--- config.mk ---
export PLATFORM = sky130hd
export DESIGN_NAME = tnr_maint
export DESIGN_NICKNAME = d
export VERILOG_FILES = /design/src/tnr_pkg.sv /design/src/tnr_maint.sv
export VERILOG_INCLUDE_DIRS = /design/src
export SDC_FILE = /design/constraint.sdc
export NUM_CORES = 1
export LEC_CHECK = 0
export BUFFER_PORTS_ARGS = -buffer_cell sky130_fd_sc_hd__buf_2
export CORE_MARGIN = 5
export CORE_UTILIZATION = 45
export CTS_CLUSTER_DIAMETER = 60
export CTS_CLUSTER_SIZE = 8
export DETAILED_ROUTE_END_ITERATION = 8
export PLACE_DENSITY = 0.68
export SYNTH_ARGS = -nofsm -noshare
export SYNTH_HDL_FRONTEND = slang
export SYNTH_SLANG_ARGS = --single-unit
--- constraint.sdc ---
create_clock -name aclk -period 3 [get_ports aclk]
set_clock_uncertainty 0.1 [all_clocks]
set_input_delay 0.6 -clock aclk [delete_from_list [all_inputs] [get_ports aclk]]
set_output_delay 0.6 -clock aclk [all_outputs]
set_load 0.02 [all_outputs]
--- src/tnr_regs.svh ---
// Constants for the targeted neighbour refresh and row repair block.
// Assumes a 25 MHz aclk; all counts derive from the times below.
`ifndef TNR_REGS_SVH
`define TNR_REGS_SVH
// Mode register indexes as carried on the command bus
`define TNR_IDX_REFCTL 6'h04
`define TNR_IDX_ROWREF 6'h18
`define TNR_IDX_REPAIR 6'h19
// Own register indexes, bus byte address is four times the index
`define TNR_IDX_STATUS 6'h20
`define TNR_IDX_REFCNT 6'h21
// Field positions
`define TNR_ROWREF_EN 7
`define TNR_ROWREF_BANK_HI 6
`define TNR_ROWREF_BANK_LO 4
`define TNR_REFCTL_REPAIR 4
// Reset values
`define TNR_ROWREF_RST 8'h00
`define TNR_REFCTL_RST 8'h00
// Clock period and times
`define TNR_CLK_NS 40
`define TNR_T_MRD_NS 20
`define TNR_T_RP_NS 21
`define TNR_T_PGM_MS 1000
`define TNR_T_PGM_EXIT_NS 15
`define TNR_T_PGMPST_US 50
// Least times, rounded up to whole cycles
`define TNR_MRD_CYC ((`TNR_T_MRD_NS + `TNR_CLK_NS - 1) / `TNR_CLK_NS)
`define TNR_RP_CYC ((`TNR_T_RP_NS + `TNR_CLK_NS - 1) / `TNR_CLK_NS)
`define TNR_PGM_CYC ((`TNR_T_PGM_MS * 1000000 + `TNR_CLK_NS - 1) / `TNR_CLK_NS)
`define TNR_EXIT_CYC ((`TNR_T_PGM_EXIT_NS + `TNR_CLK_NS - 1) / `TNR_CLK_NS)
`define TNR_PST_CYC ((`TNR_T_PGMPST_US * 1000 + `TNR_CLK_NS - 1) / `TNR_CLK_NS)
`endif

--- src/tnr_pkg.sv ---
// Types for the targeted neighbour refresh and row repair block.
// Commands arrive already decoded from the two-edge command bus.
package tnr_pkg;
   // Decoded command kinds
   typedef enum logic [3:0] {
      TNR_CMD_NOP = 4'h0,
      TNR_CMD_ACT = 4'h1,
      TNR_CMD_PRE = 4'h2,
      TNR_CMD_PRECHARGE_ALL_BANKS = 4'h3,
      TNR_CMD_REF = 4'h4,
      TNR_CMD_SRE = 4'h5,
      TNR_CMD_MRW = 4'h6,
      TNR_CMD_RDWR = 4'h7,
      TNR_CMD_RESET = 4'h8
   } tnr_op_t;
   // One decoded command
   typedef struct packed {
      logic valid;
      tnr_op_t op;
      logic [2:0] bank;
      logic [16:0] row;
      logic [5:0] ma;
      logic [7:0] data;
   } tnr_cmd_t;
   // Targeted refresh flow states
   typedef enum logic [2:0] {
      TNR_TRR_IDLE = 3'b000,
      TNR_TRR_ENTRY = 3'b001,
      TNR_TRR_RUN = 3'b010,
      TNR_TRR_DONE = 3'b011,
      TNR_TRR_BROKEN = 3'b100,
      TNR_TRR_CLEAR = 3'b101
   } tnr_trr_t;
   // Row repair states
   typedef enum logic [3:0] {
      TNR_PPR_IDLE = 4'h0,
      TNR_PPR_MRD = 4'h1,
      TNR_PPR_ARMED = 4'h2,
      TNR_PPR_PGM = 4'h3,
      TNR_PPR_WAITPRE = 4'h4,
      TNR_PPR_EXIT = 4'h5,
      TNR_PPR_WAITCLR = 4'h6,
      TNR_PPR_PST = 4'h7,
      TNR_PPR_NEEDRST = 4'h8
   } tnr_ppr_t;
endpackage : tnr_pkg

--- src/tnr_maint.sv ---
// Maintenance sequencer of the memory die: targeted neighbour refresh and fuse row repair.
// Assumes decoded commands one per cycle on aclk and an AXI4-Lite master for software.
//
// Implementation choices: the placing of the registers and register access over AXI4-Lite.
`timescale 1ns/1ns
`include "tnr_regs.svh"

// Operation
// Controller caps aggressor activations per period
// Enable bit seven, bank in bits 6:4
// Controller keeps mode off during calibration
// Only disable write allowed while mode runs
// Enable self-clears after third precharge plus delay
// Disable write exits; bank bits ignored
// Three activates, three precharges; all-bank counts
// Entry from idle by single write
// Quiet until delay; then bank only activate/precharge
// Other banks idle until second activate
// Precharge, then second activate precharge-time later
// Second and third pairs follow row-active timing
// Quiet after third precharge until completion
// Interrupt cleared by disable plus three precharges
// No refresh or self refresh during mode
// Mode activates leave refresh counter unchanged
// Normal timings and activate window still apply
// Neighbour rows refreshed on completion
// One fused repair per bank, readable
// Repair: enable, wait, activate, program, precharge
// Exit wait, disable, wait, reset required
// Controller guards against accidental repair entry
// No commands during fuse programming
// Contents invalid after repair
// Out-of-sequence commands leave flow interrupted
module tnr_maint
   import tnr_pkg::*;
#(
   parameter int unsigned PGM_CYC = `TNR_PGM_CYC
) (
   // Clock and reset
   input wire logic aclk,
   input wire logic aresetn,
   // Decoded command bus from the controller
   input wire tnr_cmd_t cmd,
   // AXI4-Lite write channels
   input wire logic [7:0] s_axi_awaddr,
   input wire logic s_axi_awvalid,
   output logic s_axi_awready,
   input wire logic [31:0] s_axi_wdata,
   input wire logic [3:0] s_axi_wstrb,
   input wire logic s_axi_wvalid,
   output logic s_axi_wready,
   output logic [1:0] s_axi_bresp,
   output logic s_axi_bvalid,
   input wire logic s_axi_bready,
   // AXI4-Lite read channels
   input wire logic [7:0] s_axi_araddr,
   input wire logic s_axi_arvalid,
   output logic s_axi_arready,
   output logic [31:0] s_axi_rdata,
   output logic [1:0] s_axi_rresp,
   output logic s_axi_rvalid,
   input wire logic s_axi_rready,
   // Maintenance results
   output logic victim_refresh,
   output logic [16:0] victim_row,
   output logic [2:0] victim_bank,
   output logic seq_error,
   output logic contents_invalid,
   output logic repair_reset_needed
);
   localparam logic [7:0] MRD_CYC = 8'(`TNR_MRD_CYC); // Mode register delay
   localparam logic [7:0] RP_CYC = 8'(`TNR_RP_CYC); // Precharge time
   localparam logic [31:0] EXIT_CYC = 32'(`TNR_EXIT_CYC);
   localparam logic [31:0] PST_CYC = 32'(`TNR_PST_CYC);

   tnr_trr_t trr_state; // Targeted refresh flow
   tnr_ppr_t ppr_state; // Repair flow
   logic [7:0] rowref_mr; // Row refresh mode register
   logic [7:0] refctl_mr; // Refresh control mode register
   logic [7:0] fused; // One repaired row per bank
   logic [15:0] ref_count; // Normal refresh counter
   logic [7:0] trr_timer; // Flow delays
   logic [31:0] ppr_timer; // Repair delays, long
   logic [1:0] act_cnt; // Activates seen in flow
   logic [1:0] pre_cnt; // Precharges seen in flow or clear
   logic bank_open; // Aggressor bank holds an open row
   logic [2:0] ppr_bank; // Bank under repair

   // Bus write taken only when the command port is quiet, so one writer per cycle
   logic axi_wr;
   assign axi_wr = s_axi_awvalid & s_axi_wvalid & ~s_axi_bvalid & ~cmd.valid;
   assign s_axi_awready = axi_wr;
   assign s_axi_wready = axi_wr;
   assign s_axi_arready = ~s_axi_rvalid;

   // Mode register write from either source
   logic mrw_v;
   logic [5:0] mrw_ma;
   logic [7:0] mrw_op;
   assign mrw_v = (cmd.valid & cmd.op == TNR_CMD_MRW) | (axi_wr & s_axi_wstrb[0]);
   assign mrw_ma = cmd.valid ? cmd.ma : s_axi_awaddr[7:2];
   assign mrw_op = cmd.valid ? cmd.data : s_axi_wdata[7:0];

   // Decodes that steer the flow
   logic rowref_wr;
   logic on_bank;
   logic is_pre;
   logic trr_tick;
   logic ppr_tick;
   assign rowref_wr = mrw_v & mrw_ma == `TNR_IDX_ROWREF;
   assign on_bank = cmd.bank == rowref_mr[`TNR_ROWREF_BANK_HI:`TNR_ROWREF_BANK_LO];
   assign is_pre = cmd.valid & (cmd.op == TNR_CMD_PRECHARGE_ALL_BANKS | (cmd.op == TNR_CMD_PRE & on_bank));
   assign trr_tick = trr_timer == 8'h00;
   assign ppr_tick = ppr_timer == 32'h0000_0000;

   // Targeted refresh sequencer
   always_ff @(posedge aclk) begin
      if (!aresetn) begin
         trr_state <= TNR_TRR_IDLE;
         trr_timer <= 8'h00;
         act_cnt <= 2'b00;
         pre_cnt <= 2'b00;
         bank_open <= 1'b0;
      end else begin
         if (!trr_tick) begin
            trr_timer <= trr_timer - 8'h01;
         end
         case (trr_state)
            TNR_TRR_IDLE: begin
               // Entry write sets enable and bank together
               if (rowref_wr && mrw_op[`TNR_ROWREF_EN]) begin
                  trr_state <= TNR_TRR_ENTRY;
                  trr_timer <= MRD_CYC - 8'h01;
                  act_cnt <= 2'b00;
                  pre_cnt <= 2'b00;
                  bank_open <= 1'b0;
               end
            end
            TNR_TRR_ENTRY: begin
               // Any command before the delay spoils the flow
               if (cmd.valid) begin
                  trr_state <= TNR_TRR_BROKEN;
               end else if (trr_tick) begin
                  trr_state <= TNR_TRR_RUN;
               end
            end
            TNR_TRR_RUN: begin
               if (rowref_wr && !mrw_op[`TNR_ROWREF_EN]) begin
                  trr_state <= TNR_TRR_CLEAR;
                  pre_cnt <= 2'b00;
               end else if (mrw_v) begin
                  trr_state <= TNR_TRR_BROKEN;
               end else if (!cmd.valid) begin
                  trr_state <= trr_state;
               end else if (cmd.op == TNR_CMD_ACT && on_bank && !bank_open) begin
                  bank_open <= 1'b1;
                  act_cnt <= act_cnt + 2'b01;
               end else if (is_pre && bank_open) begin
                  bank_open <= 1'b0;
                  pre_cnt <= pre_cnt + 2'b01;
                  if (pre_cnt == 2'b10) begin
                     trr_state <= TNR_TRR_DONE;
                     trr_timer <= RP_CYC + MRD_CYC - 8'h01;
                  end
               end else if (cmd.op == TNR_CMD_ACT && !on_bank && act_cnt == 2'b01) begin
                  trr_state <= TNR_TRR_BROKEN;
               end else if (on_bank || cmd.op == TNR_CMD_REF || cmd.op == TNR_CMD_SRE
                            || cmd.op == TNR_CMD_PRE || cmd.op == TNR_CMD_ACT) begin
                  // Repeated or mismatched pairs also break the flow
                  trr_state <= TNR_TRR_BROKEN;
               end
            end
            TNR_TRR_DONE: begin
               // Disable write or delay expiry ends the mode
               if ((rowref_wr && !mrw_op[`TNR_ROWREF_EN]) || trr_tick) begin
                  trr_state <= TNR_TRR_IDLE;
               end else if (cmd.valid) begin
                  trr_state <= TNR_TRR_BROKEN;
               end
            end
            TNR_TRR_BROKEN: begin
               // Stays interrupted until software disables the mode
               if (rowref_wr && !mrw_op[`TNR_ROWREF_EN]) begin
                  trr_state <= TNR_TRR_CLEAR;
                  pre_cnt <= 2'b00;
               end
            end
            TNR_TRR_CLEAR: begin
               // Three precharges to the bank clear the leftover state
               if (is_pre) begin
                  pre_cnt <= pre_cnt + 2'b01;
                  if (pre_cnt == 2'b10) begin
                     trr_state <= TNR_TRR_IDLE;
                     bank_open <= 1'b0;
                  end
               end
            end
            default: begin
               trr_state <= TNR_TRR_IDLE;
            end
         endcase
      end
   end

   // Completion pulse marks the neighbour rows as restored
   logic trr_complete;
   assign trr_complete = trr_state == TNR_TRR_DONE && trr_tick && !cmd.valid;
   always_ff @(posedge aclk) begin
      if (!aresetn) begin
         victim_refresh <= 1'b0;
         victim_row <= 17'h0_0000;
         victim_bank <= 3'b000;
      end else begin
         victim_refresh <= trr_complete;
         if (trr_state == TNR_TRR_RUN && cmd.valid && cmd.op == TNR_CMD_ACT && on_bank
             && act_cnt == 2'b00) begin
            victim_row <= cmd.row;
            victim_bank <= cmd.bank;
         end
      end
   end

   // Row refresh mode register; self clear and disable write leave bank bits alone
   always_ff @(posedge aclk) begin
      if (!aresetn) begin
         rowref_mr <= `TNR_ROWREF_RST;
      end else if (rowref_wr && trr_state != TNR_TRR_IDLE) begin
         rowref_mr[`TNR_ROWREF_EN] <= mrw_op[`TNR_ROWREF_EN];
      end else if (rowref_wr) begin
         rowref_mr <= mrw_op;
      end else if (trr_complete) begin
         rowref_mr[`TNR_ROWREF_EN] <= 1'b0;
      end
   end

   // Normal refresh counter; flow activates never touch it
   always_ff @(posedge aclk) begin
      if (!aresetn) begin
         ref_count <= 16'h0000;
      end else if (cmd.valid && cmd.op == TNR_CMD_REF) begin
         ref_count <= ref_count + 16'h0001;
      end
   end

   // Row repair sequencer
   logic refctl_wr;
   assign refctl_wr = mrw_v & mrw_ma == `TNR_IDX_REFCTL;
   always_ff @(posedge aclk) begin
      if (!aresetn) begin
         ppr_state <= TNR_PPR_IDLE;
         ppr_timer <= 32'h0000_0000;
         ppr_bank <= 3'b000;
         fused <= 8'h00;
      end else begin
         if (!ppr_tick) begin
            ppr_timer <= ppr_timer - 32'h0000_0001;
         end
         case (ppr_state)
            TNR_PPR_IDLE: begin
               if (refctl_wr && mrw_op[`TNR_REFCTL_REPAIR]) begin
                  ppr_state <= TNR_PPR_MRD;
                  ppr_timer <= 32'(MRD_CYC) - 32'h0000_0001;
               end
            end
            TNR_PPR_MRD: begin
               if (ppr_tick) begin
                  ppr_state <= TNR_PPR_ARMED;
               end
            end
            TNR_PPR_ARMED: begin
               // Activate names the failed row and starts programming
               if (cmd.valid && cmd.op == TNR_CMD_ACT) begin
                  ppr_state <= TNR_PPR_PGM;
                  ppr_bank <= cmd.bank;
                  ppr_timer <= PGM_CYC - 32'h0000_0001;
               end
            end
            TNR_PPR_PGM: begin
               if (ppr_tick) begin
                  ppr_state <= TNR_PPR_WAITPRE;
               end
            end
            TNR_PPR_WAITPRE: begin
               if (cmd.valid && (cmd.op == TNR_CMD_PRE || cmd.op == TNR_CMD_PRECHARGE_ALL_BANKS)) begin
                  ppr_state <= TNR_PPR_EXIT;
                  fused[ppr_bank] <= 1'b1;
                  ppr_timer <= EXIT_CYC - 32'h0000_0001;
               end
            end
            TNR_PPR_EXIT: begin
               if (ppr_tick) begin
                  ppr_state <= TNR_PPR_WAITCLR;
               end
            end
            TNR_PPR_WAITCLR: begin
               if (refctl_wr && !mrw_op[`TNR_REFCTL_REPAIR]) begin
                  ppr_state <= TNR_PPR_PST;
                  ppr_timer <= PST_CYC - 32'h0000_0001;
               end
            end
            TNR_PPR_PST: begin
               if (ppr_tick) begin
                  ppr_state <= TNR_PPR_NEEDRST;
               end
            end
            TNR_PPR_NEEDRST: begin
               if (cmd.valid && cmd.op == TNR_CMD_RESET) begin
                  ppr_state <= TNR_PPR_IDLE;
               end
            end
            default: begin
               ppr_state <= TNR_PPR_IDLE;
            end
         endcase
      end
   end

   // Refresh control register, repair status flags
   always_ff @(posedge aclk) begin
      if (!aresetn) begin
         refctl_mr <= `TNR_REFCTL_RST;
         contents_invalid <= 1'b0;
         repair_reset_needed <= 1'b0;
         seq_error <= 1'b0;
      end else begin
         if (refctl_wr) begin
            refctl_mr <= mrw_op;
         end
         // Contents lost once repair begins; a reset restarts the die
         if (ppr_state == TNR_PPR_MRD) begin
            contents_invalid <= 1'b1;
         end else if (cmd.valid && cmd.op == TNR_CMD_RESET) begin
            contents_invalid <= 1'b0;
         end
         repair_reset_needed <= ppr_state == TNR_PPR_NEEDRST
                                && !(cmd.valid && cmd.op == TNR_CMD_RESET);
         // Sticky until bus reset; any traffic while fusing is flagged
         if ((ppr_state == TNR_PPR_PGM && cmd.valid) || trr_state == TNR_TRR_BROKEN) begin
            seq_error <= 1'b1;
         end
      end
   end

   // Bus write response; read-only or unknown targets answer SLVERR
   logic wr_known;
   assign wr_known = s_axi_awaddr[7:2] == `TNR_IDX_ROWREF || s_axi_awaddr[7:2] == `TNR_IDX_REFCTL;
   always_ff @(posedge aclk) begin
      if (!aresetn) begin
         s_axi_bvalid <= 1'b0;
         s_axi_bresp <= 2'b00;
      end else if (axi_wr) begin
         s_axi_bvalid <= 1'b1;
         s_axi_bresp <= wr_known ? 2'b00 : 2'b10;
      end else if (s_axi_bready) begin
         s_axi_bvalid <= 1'b0;
      end
   end

   // Bus read data, one cycle after the address is taken
   always_ff @(posedge aclk) begin
      if (!aresetn) begin
         s_axi_rvalid <= 1'b0;
         s_axi_rdata <= 32'h0000_0000;
         s_axi_rresp <= 2'b00;
      end else if (s_axi_arvalid && !s_axi_rvalid) begin
         s_axi_rvalid <= 1'b1;
         s_axi_rresp <= 2'b00;
         case (s_axi_araddr[7:2])
            `TNR_IDX_ROWREF: s_axi_rdata <= {24'h00_0000, rowref_mr};
            `TNR_IDX_REFCTL: s_axi_rdata <= {24'h00_0000, refctl_mr};
            `TNR_IDX_REPAIR: s_axi_rdata <= {24'h00_0000, fused};
            `TNR_IDX_STATUS: s_axi_rdata <= {18'h0_0000, 1'b0, trr_state, ppr_state,
                                             bank_open, 1'b0, act_cnt, pre_cnt};
            `TNR_IDX_REFCNT: s_axi_rdata <= {16'h0000, ref_count};
            default: begin
               s_axi_rdata <= 32'h0000_0000;
               s_axi_rresp <= 2'b10;
            end
         endcase
      end else if (s_axi_rready) begin
         s_axi_rvalid <= 1'b0;
      end
   end
endmodule : tnr_maint

==> impl_metrics.yaml <==
synthesis:
  synth_ff_type: "dfxtp_1"
  syn_area_per_cell_sq_um: 8.51
  seq_area_frac_synth_pct: 40.1
  async_reset_ff_share_pct: 0
  syn_area_sq_mm: 0.00694
  ys_ff_latch: 139
  yosys_warnings: 0
  synth_cell_types: 74
  synth-edff-count: 0
  synth_cells: 815
setup_path:
  end_kind: "flop"
  reg2reg_from: "ppr_timer[3]"
  start_kind: "flop"
  worstPathRequired_ns: 3.18
  critPathKind: "flop to flop"
  ff2ff_setup_slack_ns: 0.33
  r2r_end: "ppr_timer[6]"
  ff2ff_path_depth: 7
  critPathMaxFanout: 12
  worstPathArrival_ns: 2.85
min_path:
  hold_end: "s_axi_rvalid"
  holdCritPathClass: "primary input to flop"
  min_path_cells: 2
  holdCritStartpoint: "s_axi_rready"
sta:
  holdWs_ns: 0.263
  period_needed_ns: 2.67
  finalHoldViolations: 0
  clock.fmax_mhz: 374
  slew_headroom_pct: 53.4
  finalCritPeriodShare_pct: 89.1
  worstMarginPinSlew_ns: 0.690
  setup_ws_ns: 0.326
  drv_slew: 0
  fin_tns_setup_ns: 0
  rsz0062_at_grt: "false"
  setup_viol: 0
pwr:
  power_mw: 7.01
  power.density_mw_per_mm2: 836
  vdd_ir_drop_max_uv: 835
  leakagePower_nw: 3.33
clocking:
  tritoncts: "yes"
  hold_buffers: 0
  path_clk_slew_ns: 0.06
  root_buffer: "clkbuf_16"
  ctsResizeCount: 0
  cts_setup_buffers: 0
  htreeDepth: 4
  cts_sinks: 139
  clk_latency_ns: 0.42
  cts_buffer_depth: 2
  numCtsBuffers: 17
grt:
  grt_pass1_wl_um: 29400
  antenna_found_initial: 0
  grtUsageTotal_pct: 19.9
  grt_max_degree: 29
  grt_pass1_vias: 5994
  grt_remaining_overflow: 0
cells_and_area:
  areaGrowthSynthToFinish_pct: 20.8
  finalNetCount: 1043
  layout-drive-gt1-share_pct: 21.1
  finalNonFillerCells: 1139
  antenna_cells: 0
  fill_cells: 1396
route:
  drt-vias-per-instance: 5.56
  wirelength_um: 17900
  drtIter0Drc: 448
  dr.pass1.iters: 5
  vias: 6333
  drc_errors: 0
  antenna_left: 0
  drt-wirelength-per-cell_um: 15.7
flow_run:
  timing.max_cap.violations: 0
die:
  die_h_um: 134
  start_util_pct: 45.8
  die_width_um: 134
  core_area_sq_mm: 0.0151
  dieArea_sq_mm: 0.0180
  io_pins: 163
  placementRows: 45
placed_design:
  dpl.cell_count: 1108
  numPortBuffers: 113
  dp_hpwl_um: 13200
  pre_cts_ws_ns: 0.0385
  place_congestion: 0.914
outcome:
  status: "complete, no violations"
[cell type report]
cell class / instances / area (sq um) / area share, %
clock buffer: 20 / 447 / 5.33
clock inverter: 11 / 145 / 1.73
inverter: 20 / 75.1 / 0.895
multi-input combinational: 610 / 3820 / 45.6
sequential: 139 / 2780 / 33.2
tap: 188 / 235 / 2.81
timing repair buffer: 151 / 876 / 10.4
[synthesized netlist by cell type, types with 2 or more instances]
cell	count	area share, %
a31oi_1	11	0.99
dfxtp_1	139	40
o31ai_1	3	0.32
or3b_2	5	0.63
nor2b_1	9	0.81
a221oi_1	8	1.0
o21ai_0	27	1.9
o311ai_0	2	0.25
mux2i_1	35	5.0
xnor2_1	19	2.4
and2_1	3	0.27
a22o_1	2	0.25
o31a_1	2	0.25
or4_1	6	0.65
nor3_4	3	0.70
a21oi_1	44	3.2
xor2_1	26	3.3
nand4b_1	6	0.76
inv_1	19	1.0
nor4bb_1	3	0.43
clkbuf_1	32	1.7
nand2b_1	8	0.72
nand3_1	55	4.0
nor2_1	116	6.3
nor3_1	33	2.4
buf_2	7	0.50
and3_1	6	0.54
mux2_2	3	0.49
nor4_1	12	1.1
nand4_1	7	0.63
a222oi_1	5	0.72
nor3b_1	3	0.32
a41oi_1	4	0.50
a22oi_1	9	0.97
o22ai_1	2	0.18
and4_1	3	0.38
or3_1	16	1.4
o21a_1	6	0.65
a211oi_1	20	2.2
buf_1	2	0.11
buf_4	21	2.3
nand3b_1	4	0.43
ha_1	6	1.1
nand2_1	33	1.8
[placed cells by master (no fill, tap or decap), types with 27 or more instances in the layout]
master and count:
nor3_1 32, nand2_1 33, o21ai_0 27, mux2i_1 35, a21oi_1 44, buf_2 113
nor2_1 116, nand3_1 55, dfxtp_1 139, buf_4 36
[worst max-delay path by stage]
stage / from / end / cells past startpoint
6_report: ppr_timer[3] / ppr_timer[6] / 7
5_1_grt: ppr_timer[3] / ppr_timer[14] / 6
4_1_cts: ppr_timer[3] / ppr_timer[6] / 7
3_5_place_dp: cmd[38] / ppr_timer[27] / 9
3_3_place_gp: cmd[38] / ppr_timer[30] / 9
2_1_floorplan: cmd[38] / ppr_timer[11] / 8
[worst max-delay path, stage by stage (launching register included)]
cell       delay, ns
dfxtp_1         0.35
or4_1           0.63
or3_1           0.55
nand4bb_1       0.29
buf_4           0.23
nand3_1         0.11
xor2_1          0.17
o22ai_1         0.10
[cells by family (layout without fill, tap and decap cells)]
group / Yosys count / count (layout) / share of synthesized area [%]
AO/OA/AOI/OAI: 161 / 161 / 15.9
adder cells (fa/ha/maj): 6 / 6 / 1.08
buffers and inverters: 83 / 202 / 5.86
other: 1 / 18 / 0.0540
flip-flops: 139 / 139 / 40.1
XOR/XNOR: 45 / 45 / 5.68
multiplexers: 38 / 38 / 5.54
AND/OR/NAND/NOR: 342 / 342 / 25.8
[state kept, by name, indices dropped and copies added, names as in the netlist, 3 cells and up]
| register | count |
|---|---|
| ref_count | 16 |
| ppr_state | 4 |
| trr_state | 3 |
| trr_timer | 8 |
| victim_bank | 3 |
| rowref_mr | 8 |
| refctl_mr | 8 |
| ppr_timer | 32 |
| ppr_bank | 3 |
| fused | 8 |
| victim_row | 17 |
| s_axi_rdata | 16 |
[power by group]
part	internal, mW	switching, mW
Combinational	1.06	1.49
Sequential	2.12	0.228
Clock	1.32	0.786
[per-stage QoR]
step | area [sq um] | utilization, %
floorplan | 7000 | -
global placement | 7790 | 51.5
detailed placement | 7790 | 51.5
CTS | 8390 | 55.4
global route | 8390 | 55.4
finish | 8390 | 55.4
[layer usage]
| layer | global-route usage, % | wire length (um) |
|---|---|---|
| met5 | 0 | 0 |
| met4 | 4.75 | 249 |
| met3 | 6.04 | 1150 |
| met2 | 31.4 | 8070 |
| met1 | 26.9 | 8440 |
Power figures use the tool's default switching activity.
